==> config.mk <==
export PLATFORM = sky130hd
export DESIGN_NAME = pmar_regs
export DESIGN_NICKNAME = d
export VERILOG_FILES = /design/src/pmar_pkg.sv /design/src/pmar_alarm_unit.sv /design/src/pmar_regs.sv
export SDC_FILE = /design/constraint.sdc
export NUM_CORES = 1
export LEC_CHECK = 0
export BUFFER_PORTS_ARGS = -buffer_cell sky130_fd_sc_hd__buf_2
export CORE_ASPECT_RATIO = 0.8
export CORE_MARGIN = 8
export CORE_UTILIZATION = 40
export CTS_CLUSTER_SIZE = 12
export DETAILED_ROUTE_END_ITERATION = 6
export GPL_ROUTABILITY_DRIVEN = 1
export SYNTH_ARGS = -nofsm -noshare
export SYNTH_HDL_FRONTEND = slang
export SYNTH_HIERARCHICAL = 1
export SYNTH_SLANG_ARGS = --single-unit
==> constraint.sdc <==
create_clock -name clk -period 3.28 [get_ports clk]
set_input_delay 0.328 -clock clk [delete_from_list [all_inputs] [get_ports clk]]
set_output_delay 0.328 -clock clk [all_outputs]
set_load 0.1 [all_outputs]
==> src/pmar_pkg.sv <==
// Constants and carrier types of the power profile and alarm register bank.
package pmar_pkg;

  // ==========================================================================
  // Widths and offsets
  localparam int unsigned ADDR_W = 12;
  localparam int unsigned DATA_W = 8;
  localparam int unsigned ALM_W  = 6;

  localparam logic [11:0] OFS_PROFILE_SECOND = 12'h29A;
  localparam logic [11:0] OFS_PROFILE_THIRD  = 12'h29B;
  localparam logic [11:0] OFS_PROFILE_FOURTH = 12'h29C;
  localparam logic [11:0] OFS_ALARM_SUMMARY  = 12'h2C0;
  localparam logic [11:0] OFS_ALARM_STATUS   = 12'h2C1;
  localparam logic [11:0] OFS_ALARM_MASK     = 12'h2C2;

  // ==========================================================================
  // Profile codes and reset values
  localparam logic [7:0] CODE_SECOND_LOW  = 8'h06;
  localparam logic [7:0] CODE_SECOND_HIGH = 8'h0F;
  localparam logic [7:0] CODE_THIRD_LOW   = 8'h00;
  localparam logic [7:0] CODE_THIRD_HIGH  = 8'h04;
  localparam logic [7:0] CODE_FOURTH_LOW  = 8'h14;
  localparam logic [7:0] CODE_FOURTH_HIGH = 8'h1B;

  localparam logic [7:0] RST_ALARM_SUMMARY = 8'h00;
  localparam logic [7:0] RST_ALARM_FLAGS   = 8'h3F;
  localparam logic [7:0] READ_UNMAPPED     = 8'h00;
  localparam int unsigned SUMMARY_BIT      = 0;

  // ==========================================================================
  // Carrier types
  typedef struct packed {
    logic              valid;
    logic              write;
    logic [ADDR_W-1:0] addr;
    logic [DATA_W-1:0] wdata;
  } pmar_req_type;

  typedef struct packed {
    logic              valid;
    logic [DATA_W-1:0] rdata;
  } pmar_rsp_type;

endpackage

==> src/pmar_alarm_unit.sv <==
// Alarm status flags, alarm mask bits and the summary alarm bit.
`timescale 1ns/10ps
module pmar_alarm_unit
  import pmar_pkg::*;
#(
  parameter int unsigned N = ALM_W
)(
  input  wire logic              clk,
  input  wire logic              rst,
  input  wire logic [N-1:0]      alarm_event,
  input  wire logic              wr_status,
  input  wire logic              wr_mask,
  input  wire logic [DATA_W-1:0] wdata,
  output logic      [N-1:0]      status_q,
  output logic      [N-1:0]      mask_q,
  output logic                   summary_q
);

  // ==========================================================================
  // Parameter check
  if (N < 1 || N > DATA_W)
  begin : g_bad_n
    $error("Alarm count must lie between one and the data width.");
  end

  typedef struct packed {
    logic [N-1:0] status;
    logic [N-1:0] mask;
    logic         summary;
  } pmar_alarm_state_type;

  pmar_alarm_state_type st_r;
  pmar_alarm_state_type st_nxt;

  // ==========================================================================
  // Next state
  always_comb
  begin
    st_nxt = st_r;
    st_nxt.status = (st_r.status & ~(wr_status ? wdata[N-1:0] : '0)) | alarm_event;
    if (wr_mask)
    begin
      st_nxt.mask = wdata[N-1:0];
    end
    st_nxt.summary = |(st_r.status & ~st_r.mask);
  end

  always_ff @(posedge clk or posedge rst)
  begin
    if (rst)
    begin
      st_r.status  <= RST_ALARM_FLAGS[N-1:0];
      st_r.mask    <= RST_ALARM_FLAGS[N-1:0];
      st_r.summary <= 1'b0;
    end
    else
    begin
      st_r <= st_nxt;
    end
  end

  assign status_q  = st_r.status;
  assign mask_q    = st_r.mask;
  assign summary_q = st_r.summary;

  // ==========================================================================
  // Assertions
  a_summary_or_mask:
    assert property (@(posedge clk) disable iff (rst)
      1'b1 |=> summary_q == $past(|(status_q & ~mask_q)))
    else $error("Summary bit does not follow unmasked status.");

  a_mask_blocks_all:
    assert property (@(posedge clk) disable iff (rst)
      ((status_q & ~mask_q) == '0) |=> !summary_q)
    else $error("Masked alarm reached the summary bit.");

  a_w1c_clears_flag:
    assert property (@(posedge clk) disable iff (rst)
      wr_status && wdata[0] && !alarm_event[0] |=> !status_q[0])
    else $error("Writing one did not clear the status flag.");

  a_event_sets_flag:
    assert property (@(posedge clk) disable iff (rst)
      alarm_event != '0 |=> (status_q & $past(alarm_event)) == $past(alarm_event))
    else $error("Alarm event was lost.");

  a_flags_stay_sticky:
    assert property (@(posedge clk) disable iff (rst)
      !wr_status |=> (status_q & $past(status_q)) == $past(status_q))
    else $error("Status flag fell without a clearing write.");

endmodule

==> src/pmar_regs.sv <==
// Power profile registers and summary alarm logic behind the configuration port.
`timescale 1ns/10ps
module pmar_regs
  import pmar_pkg::*;
#(
  parameter int unsigned NUM_ALARMS = ALM_W
)(
  input  wire logic                  clk,
  input  wire logic                  rst,
  input  wire pmar_req_type          cfg_req,
  output pmar_rsp_type               cfg_rsp,
  input  wire logic [NUM_ALARMS-1:0] alarm_event,
  input  wire logic                  status_pin_sel,
  input  wire logic                  cal_status_src,
  output logic                       calibration_status_pin,
  output logic                       low_power_active,
  output logic                       high_perf_active,
  output logic [DATA_W-1:0]          profile_code_second,
  output logic [DATA_W-1:0]          profile_code_third,
  output logic [DATA_W-1:0]          profile_code_fourth
);

  // ==========================================================================
  // Parameter check
  if (NUM_ALARMS < 1 || NUM_ALARMS > DATA_W)
  begin : g_bad_alarms
    $error("Alarm count must lie between one and the data width.");
  end

  typedef struct packed {
    logic [DATA_W-1:0] prof_second;
    logic [DATA_W-1:0] prof_third;
    logic [DATA_W-1:0] prof_fourth;
    logic              low_active;
    logic              high_active;
    logic              pin;
    pmar_rsp_type      rsp;
  } pmar_regs_state_type;

  pmar_regs_state_type st_r;
  pmar_regs_state_type st_nxt;

  logic                  wr_hit;
  logic                  rd_hit;
  logic                  wr_status;
  logic                  wr_mask;
  logic [NUM_ALARMS-1:0] status_q;
  logic [NUM_ALARMS-1:0] mask_q;
  logic                  summary_q;
  logic [DATA_W-1:0]     rd_data;

  // ==========================================================================
  // Decode
  assign wr_hit    = cfg_req.valid && cfg_req.write;
  assign rd_hit    = cfg_req.valid && !cfg_req.write;
  assign wr_status = wr_hit && (cfg_req.addr == OFS_ALARM_STATUS);
  assign wr_mask   = wr_hit && (cfg_req.addr == OFS_ALARM_MASK);

  // ==========================================================================
  // Alarm flags
  pmar_alarm_unit #(
    .N           (NUM_ALARMS)
  ) u_alarm (
    .clk         (clk),
    .rst         (rst),
    .alarm_event (alarm_event),
    .wr_status   (wr_status),
    .wr_mask     (wr_mask),
    .wdata       (cfg_req.wdata),
    .status_q    (status_q),
    .mask_q      (mask_q),
    .summary_q   (summary_q)
  );

  // ==========================================================================
  // Read multiplexer
  always_comb
  begin
    rd_data = READ_UNMAPPED;
    case (cfg_req.addr)
      OFS_PROFILE_SECOND: rd_data = st_r.prof_second;
      OFS_PROFILE_THIRD:  rd_data = st_r.prof_third;
      OFS_PROFILE_FOURTH: rd_data = st_r.prof_fourth;
      OFS_ALARM_SUMMARY:  rd_data[SUMMARY_BIT] = summary_q;
      OFS_ALARM_STATUS:   rd_data[NUM_ALARMS-1:0] = status_q;
      OFS_ALARM_MASK:     rd_data[NUM_ALARMS-1:0] = mask_q;
      default:            rd_data = READ_UNMAPPED;
    endcase
  end

  // ==========================================================================
  // Next state
  always_comb
  begin
    st_nxt = st_r;
    if (wr_hit)
    begin
      case (cfg_req.addr)
        OFS_PROFILE_SECOND: st_nxt.prof_second = cfg_req.wdata;
        OFS_PROFILE_THIRD:  st_nxt.prof_third  = cfg_req.wdata;
        OFS_PROFILE_FOURTH: st_nxt.prof_fourth = cfg_req.wdata;
        default:            st_nxt.prof_second = st_r.prof_second;
      endcase
    end
    st_nxt.low_active = (st_r.prof_second == CODE_SECOND_LOW)
                     && (st_r.prof_third  == CODE_THIRD_LOW)
                     && (st_r.prof_fourth == CODE_FOURTH_LOW);
    st_nxt.high_active = (st_r.prof_second == CODE_SECOND_HIGH)
                      && (st_r.prof_third  == CODE_THIRD_HIGH)
                      && (st_r.prof_fourth == CODE_FOURTH_HIGH);
    st_nxt.pin       = status_pin_sel ? summary_q : cal_status_src;
    st_nxt.rsp.valid = rd_hit;
    st_nxt.rsp.rdata = rd_hit ? rd_data : READ_UNMAPPED;
  end

  always_ff @(posedge clk or posedge rst)
  begin
    if (rst)
    begin
      st_r.prof_second <= CODE_SECOND_HIGH;
      st_r.prof_third  <= CODE_THIRD_HIGH;
      st_r.prof_fourth <= CODE_FOURTH_HIGH;
      st_r.low_active  <= 1'b0;
      st_r.high_active <= 1'b1;
      st_r.pin         <= 1'b0;
      st_r.rsp         <= '0;
    end
    else
    begin
      st_r <= st_nxt;
    end
  end

  // ==========================================================================
  // Outputs
  assign cfg_rsp                = st_r.rsp;
  assign calibration_status_pin = st_r.pin;
  assign low_power_active       = st_r.low_active;
  assign high_perf_active       = st_r.high_active;
  assign profile_code_second    = st_r.prof_second;
  assign profile_code_third     = st_r.prof_third;
  assign profile_code_fourth    = st_r.prof_fourth;

  // ==========================================================================
  // Assertions
  a_reset_high_codes:
    assert property (@(posedge clk) disable iff (rst)
      $fell(rst) |-> profile_code_second == CODE_SECOND_HIGH
        && profile_code_third == CODE_THIRD_HIGH && profile_code_fourth == CODE_FOURTH_HIGH)
    else $error("Profile registers did not reset to high-performance codes.");

  a_low_profile_seen:
    assert property (@(posedge clk) disable iff (rst)
      profile_code_second == CODE_SECOND_LOW && profile_code_third == CODE_THIRD_LOW
        && profile_code_fourth == CODE_FOURTH_LOW |=> low_power_active && !high_perf_active)
    else $error("Low-power codes did not select the low-power profile.");

  a_high_profile_seen:
    assert property (@(posedge clk) disable iff (rst)
      profile_code_second == CODE_SECOND_HIGH && profile_code_third == CODE_THIRD_HIGH
        && profile_code_fourth == CODE_FOURTH_HIGH |=> high_perf_active && !low_power_active)
    else $error("High-performance codes did not select that profile.");

  a_second_code_gate:
    assert property (@(posedge clk) disable iff (rst)
      (profile_code_second != CODE_SECOND_LOW |=> !low_power_active)
        and (profile_code_second != CODE_SECOND_HIGH |=> !high_perf_active))
    else $error("Second code outside its profile selected that profile.");

  a_third_code_gate:
    assert property (@(posedge clk) disable iff (rst)
      (profile_code_third != CODE_THIRD_LOW |=> !low_power_active)
        and (profile_code_third != CODE_THIRD_HIGH |=> !high_perf_active))
    else $error("Third code outside its profile selected that profile.");

  a_fourth_code_gate:
    assert property (@(posedge clk) disable iff (rst)
      (profile_code_fourth != CODE_FOURTH_LOW |=> !low_power_active)
        and (profile_code_fourth != CODE_FOURTH_HIGH |=> !high_perf_active))
    else $error("Fourth code outside its profile selected that profile.");

  a_pin_routes_source:
    assert property (@(posedge clk) disable iff (rst)
      !status_pin_sel |=> calibration_status_pin == $past(cal_status_src))
    else $error("Status pin does not carry the calibration status value.");

  a_summary_write_ignored:
    assert property (@(posedge clk) disable iff (rst)
      wr_hit && cfg_req.addr == OFS_ALARM_SUMMARY
        |=> profile_code_second == $past(profile_code_second) && profile_code_third == $past(profile_code_third)
        && profile_code_fourth == $past(profile_code_fourth) && mask_q == $past(mask_q))
    else $error("Write to the summary register changed other state.");

  a_mask_reads_back:
    assert property (@(posedge clk) disable iff (rst)
      rd_hit && cfg_req.addr == OFS_ALARM_MASK |=> cfg_rsp.rdata == DATA_W'($past(mask_q)))
    else $error("Mask register read returned a wrong value.");

  a_pin_routes_alarm:
    assert property (@(posedge clk) disable iff (rst)
      status_pin_sel |=> calibration_status_pin == $past(summary_q))
    else $error("Status pin does not carry the summary alarm.");

  a_summary_read_only:
    assert property (@(posedge clk) disable iff (rst)
      rd_hit && cfg_req.addr == OFS_ALARM_SUMMARY
        |=> cfg_rsp.valid && cfg_rsp.rdata[7:1] == 7'h00 && cfg_rsp.rdata[0] == $past(summary_q))
    else $error("Summary register read returned a wrong value.");

  a_summary_from_flags:
    assert property (@(posedge clk) disable iff (rst)
      (status_q & ~mask_q) != '0 ##1 (status_q & ~mask_q) != '0 |-> summary_q)
    else $error("Unmasked alarm did not raise the summary bit.");

  c_enter_low_power:
    cover property (@(posedge clk) disable iff (rst) $rose(low_power_active));
  c_alarm_on_pin:
    cover property (@(posedge clk) disable iff (rst) status_pin_sel && $rose(calibration_status_pin));
  c_status_cleared:
    cover property (@(posedge clk) disable iff (rst) wr_status ##1 status_q == '0);
  c_return_high_perf:
    cover property (@(posedge clk) disable iff (rst) $rose(high_perf_active));
  c_alarm_masked_away:
    cover property (@(posedge clk) disable iff (rst) $fell(summary_q));

endmodule

==> summary.md <==
| Metric | Value |
|---|---|
| Status | completed |
| CP Buf/Inv Count | 1 |
| Critical Path Fanout Max | 6 |
| WP data arrival | between 2 and 2.5 ns |
| Die area | 8606 um2 |
| Most frequent cells in the layout | buf_2 (67), mux2_2 (35), dfrtp_1 (27) |
| CTS Hold Bufs | 0 |
| CP endpoint | u_alarm/status_q[3]$_DFF_PP1_ |
| Achievable Freq | ~480 MHz |
| Detailed Routing Iterations Pass 1 | 4 |
| Register bit total from synthesis | 49 |
| Reg2Reg Depth | 4 |
| Clk pin slew, worst setup/hold paths | 0.08 ns |
| Post-Place Cells | 336 |
| Fin cells | 344 |
| DP Area | roughly 2800 um2 |
| Skew final | between 0.003 and 0.004 ns |
| Worst R2R Setup Slack | 1.70 ns |
| Via count | 1,833 |
| Tmin final | 2.088 ns |
| RR Startpoint | profile_code_fourth[4]$_DFFE_PP1P_ |
| Cell Rows | 25 |
| Remaining DRCs | 0 |
| Starting Density | 40.65% |
| CTS tree | yes |
| Synth cell types | 43 |
| RSZ-0062 raised after global routing | false |
| Via/cell ratio | 5.328 |
| DIE HEIGHT | roughly 85 um |
| CP max-delay cell | or3b_2 |
| Setup crit start | cfg_req[10] |
| Synth Instances | 191 |
| Static leakage | around 0.0014 uW |
| CTS sink count | 49 |
| WP data required | 3.52 ns |
| TritonCTS Buffers | 5 |
| Drt wl/cell | 18.47 um |
| Synthesis warning total | 6 |
| Area Overhead vs Synth | 22.55% |
| CP startpoint kind | input pin |
| CTS H-tree depth | 2 |
| Crit path depth | 7 |
| Fraction of layout cells with a size suffix above 1 | 53.99% |
| Final Cell Area | between 2000 and 3000 um2 |
| Reg2reg end | low_power_active$_DFF_PP0_ |
| CP top delay family | simple AND/OR/NAND/NOR gates |
| Post-DP HPWL | 4857 um |
| Synth area leaders | dfrtp_1 (29%), dfstp_2 (25%), mux2_2 (17%) |
| Final hold vios | 0 |
| RD Place Congestion | 0.9035 |
| Slew at the pin with the worst max-slew slack | ~0.75 ns |
| N_diodes | 0 |
| Peak VDD IR | roughly 0.2 mV |
| Hold Crit Class | in2async |
| Post-CTS resize count | 0 |
| Post-synth top area share | 28.72% |
| Clock buffer depth | 2 |
| Final Slew Violations | 0 |
| Post-CTS Setup Repair Bufs | 0 |
| Vias in the first global route | about 1,900 |
| Syn Nets | 223 |
| Clk_lat worst skew | 0.30 ns |
| Pwr/cell area | between 300 and 400 nW/um2 |
| Synthesized area per cell | 12.32 um2 |
| Final setup violating endpoints | 0 |
| CTS root buffer | clkbuf_8 |
| Final period util | between 60% and 70% |
| Post-route ant nets | 0 |
| Worst relative slew slack | 49.87% |
| DRT iter0 DRCs | 80 |
| Max-cap violations | 0 |
| I/O pin count | 68 |
| Largest net degree at the start of global routing | 37 |
| DRT Wirelength | 6355 um |
| Critical path type | in2reg |
| Total congestion overflow | 0 |
| Most used cell, CP | nand2_1 |
| Global Route Usage Sum | 15.34% |
| Nets | 294 |
| First-pass GRT wire length | 10,140 um |
| Setup crit end kind | register |
| Antenna violations before repair | 0 |
| Yosys top cell by area | dfrtp_1 |
| Sequential cell area fraction in the yosys report | 53.30% |
| Largest stage delay, worst path | approximately 0.5 ns |
| Core Area | 5787 um2 |
| Setup_tns | 0 ns |
| Commonest non-fill, non-tap cell in the layout | buf_2 |
| Cell chain of the critical path | buf_2 -> or3b_2 -> nor3b_1 -> nand2_1 -> nor2_1 -> nand2_1 -> a21o_2 |
| Port Buffer Count | 67 |
| Cell Area, Synth | 2352 um2 |
| Chip Width | 101.7 um |
## cell type report
class                      instances  area (um2)
timing repair buffer              69       350.3
sequential                        49        1254
clock inverter                     1       5.005
clock buffer                       7       96.34
inverter                           9       33.78
multi-input combinational        128        1042
fill                             540        2904
tap                               81       101.3
## worst min-delay path by stage
stage / endpoint / slack (ns) / cells after the start
after floorplan: u_alarm/summary_q$_DFF_PP0_ / 0.20 / 1
after global routing: u_alarm/summary_q$_DFF_PP0_ / 0.09 / 2
final: u_alarm/summary_q$_DFF_PP0_ / 0.05 / 2
after global placement: u_alarm/summary_q$_DFF_PP0_ / 0.38 / 2
after detailed placement: u_alarm/summary_q$_DFF_PP0_ / 0.39 / 2
after CTS: u_alarm/summary_q$_DFF_PP0_ / 0.06 / 2
## cells by family (layout without fill, tap and decap cells)
| logic type | count (synthesis) | after routing | synth area share, % |
|---|---|---|---|
| AND/OR/NAND/NOR | 59 | 59 | 15.80 |
| flip-flops | 49 | 49 | 53.30 |
| AO/OA/AOI/OAI | 32 | 32 | 10.85 |
| multiplexers | 37 | 37 | 17.66 |
| buffers and inverters | 14 | 86 | 2.393 |
## report_power, final
group,switching (uW),internal (uW)
logic,58.4,26.7
registers,1.26,607
clock network,194,191
total,253,825
## registers in the layout, indices dropped and copies added (netlist names)
register                cells
u_alarm/summary_q           1
high_perf_active            1
u_alarm/mask_q              6
profile_code_second         8
profile_code_fourth         8
calibration_status_pin      1
low_power_active            1
profile_code_third          8
u_alarm/status_q            6
cfg_rsp                     9
## cell usage after synthesis (all sizes together)
| cell type | n |
|---|---|
| nand2 | 13 |
| nor4b | 2 |
| dfrtp | 27 |
| a22oi | 7 |
| and2 | 1 |
| nor2b | 5 |
| a22o | 10 |
| nor2 | 13 |
| or3b | 1 |
| buf | 4 |
| or4b | 1 |
| a21oi | 1 |
| and3b | 1 |
| nand4 | 3 |
| nor4 | 5 |
| nand4bb | 1 |
| and2b | 1 |
| nor3b | 2 |
| mux2 | 36 |
| nor3 | 5 |
| mux2i | 1 |
| a222oi | 2 |
| nand3b | 2 |
| nand3 | 1 |
| o22ai | 3 |
| clkbuf | 1 |
| o2bb2ai | 1 |
| o2111ai | 1 |
| dfstp | 22 |
| o31ai | 1 |
| inv | 9 |
| or3 | 1 |
| and4 | 1 |
| a21o | 6 |
## layer usage
layer / part of all wire [%] / track usage [%] / vias to the layer above
met5: 0 / 0 / -
met4: 1.4 / 5.668 / 0
met3: 7.8 / 4.380 / 7
met2: 42 / 21.35 / 63
li1: - / - / 849
met1: 49 / 21.65 / 914
## stage by stage
| stage | hold slack (ns) | total power [uW] | util, % | worst slack (ns) |
|---|---|---|---|---|
| after floorplan | 0.1964 | 665.0 | - | 1.398 |
| after global placement | 0.3844 | 706.0 | 48.06 | 0.8988 |
| after detailed placement | 0.3899 | 705.9 | 48.06 | 0.9219 |
| after CTS | 0.05874 | 1093 | 49.82 | 1.248 |
| after global routing | 0.09010 | 1124 | 49.82 | 1.111 |
| final | 0.05106 | 1078 | 49.82 | 1.192 |
(Power assumes the default switching activity.)
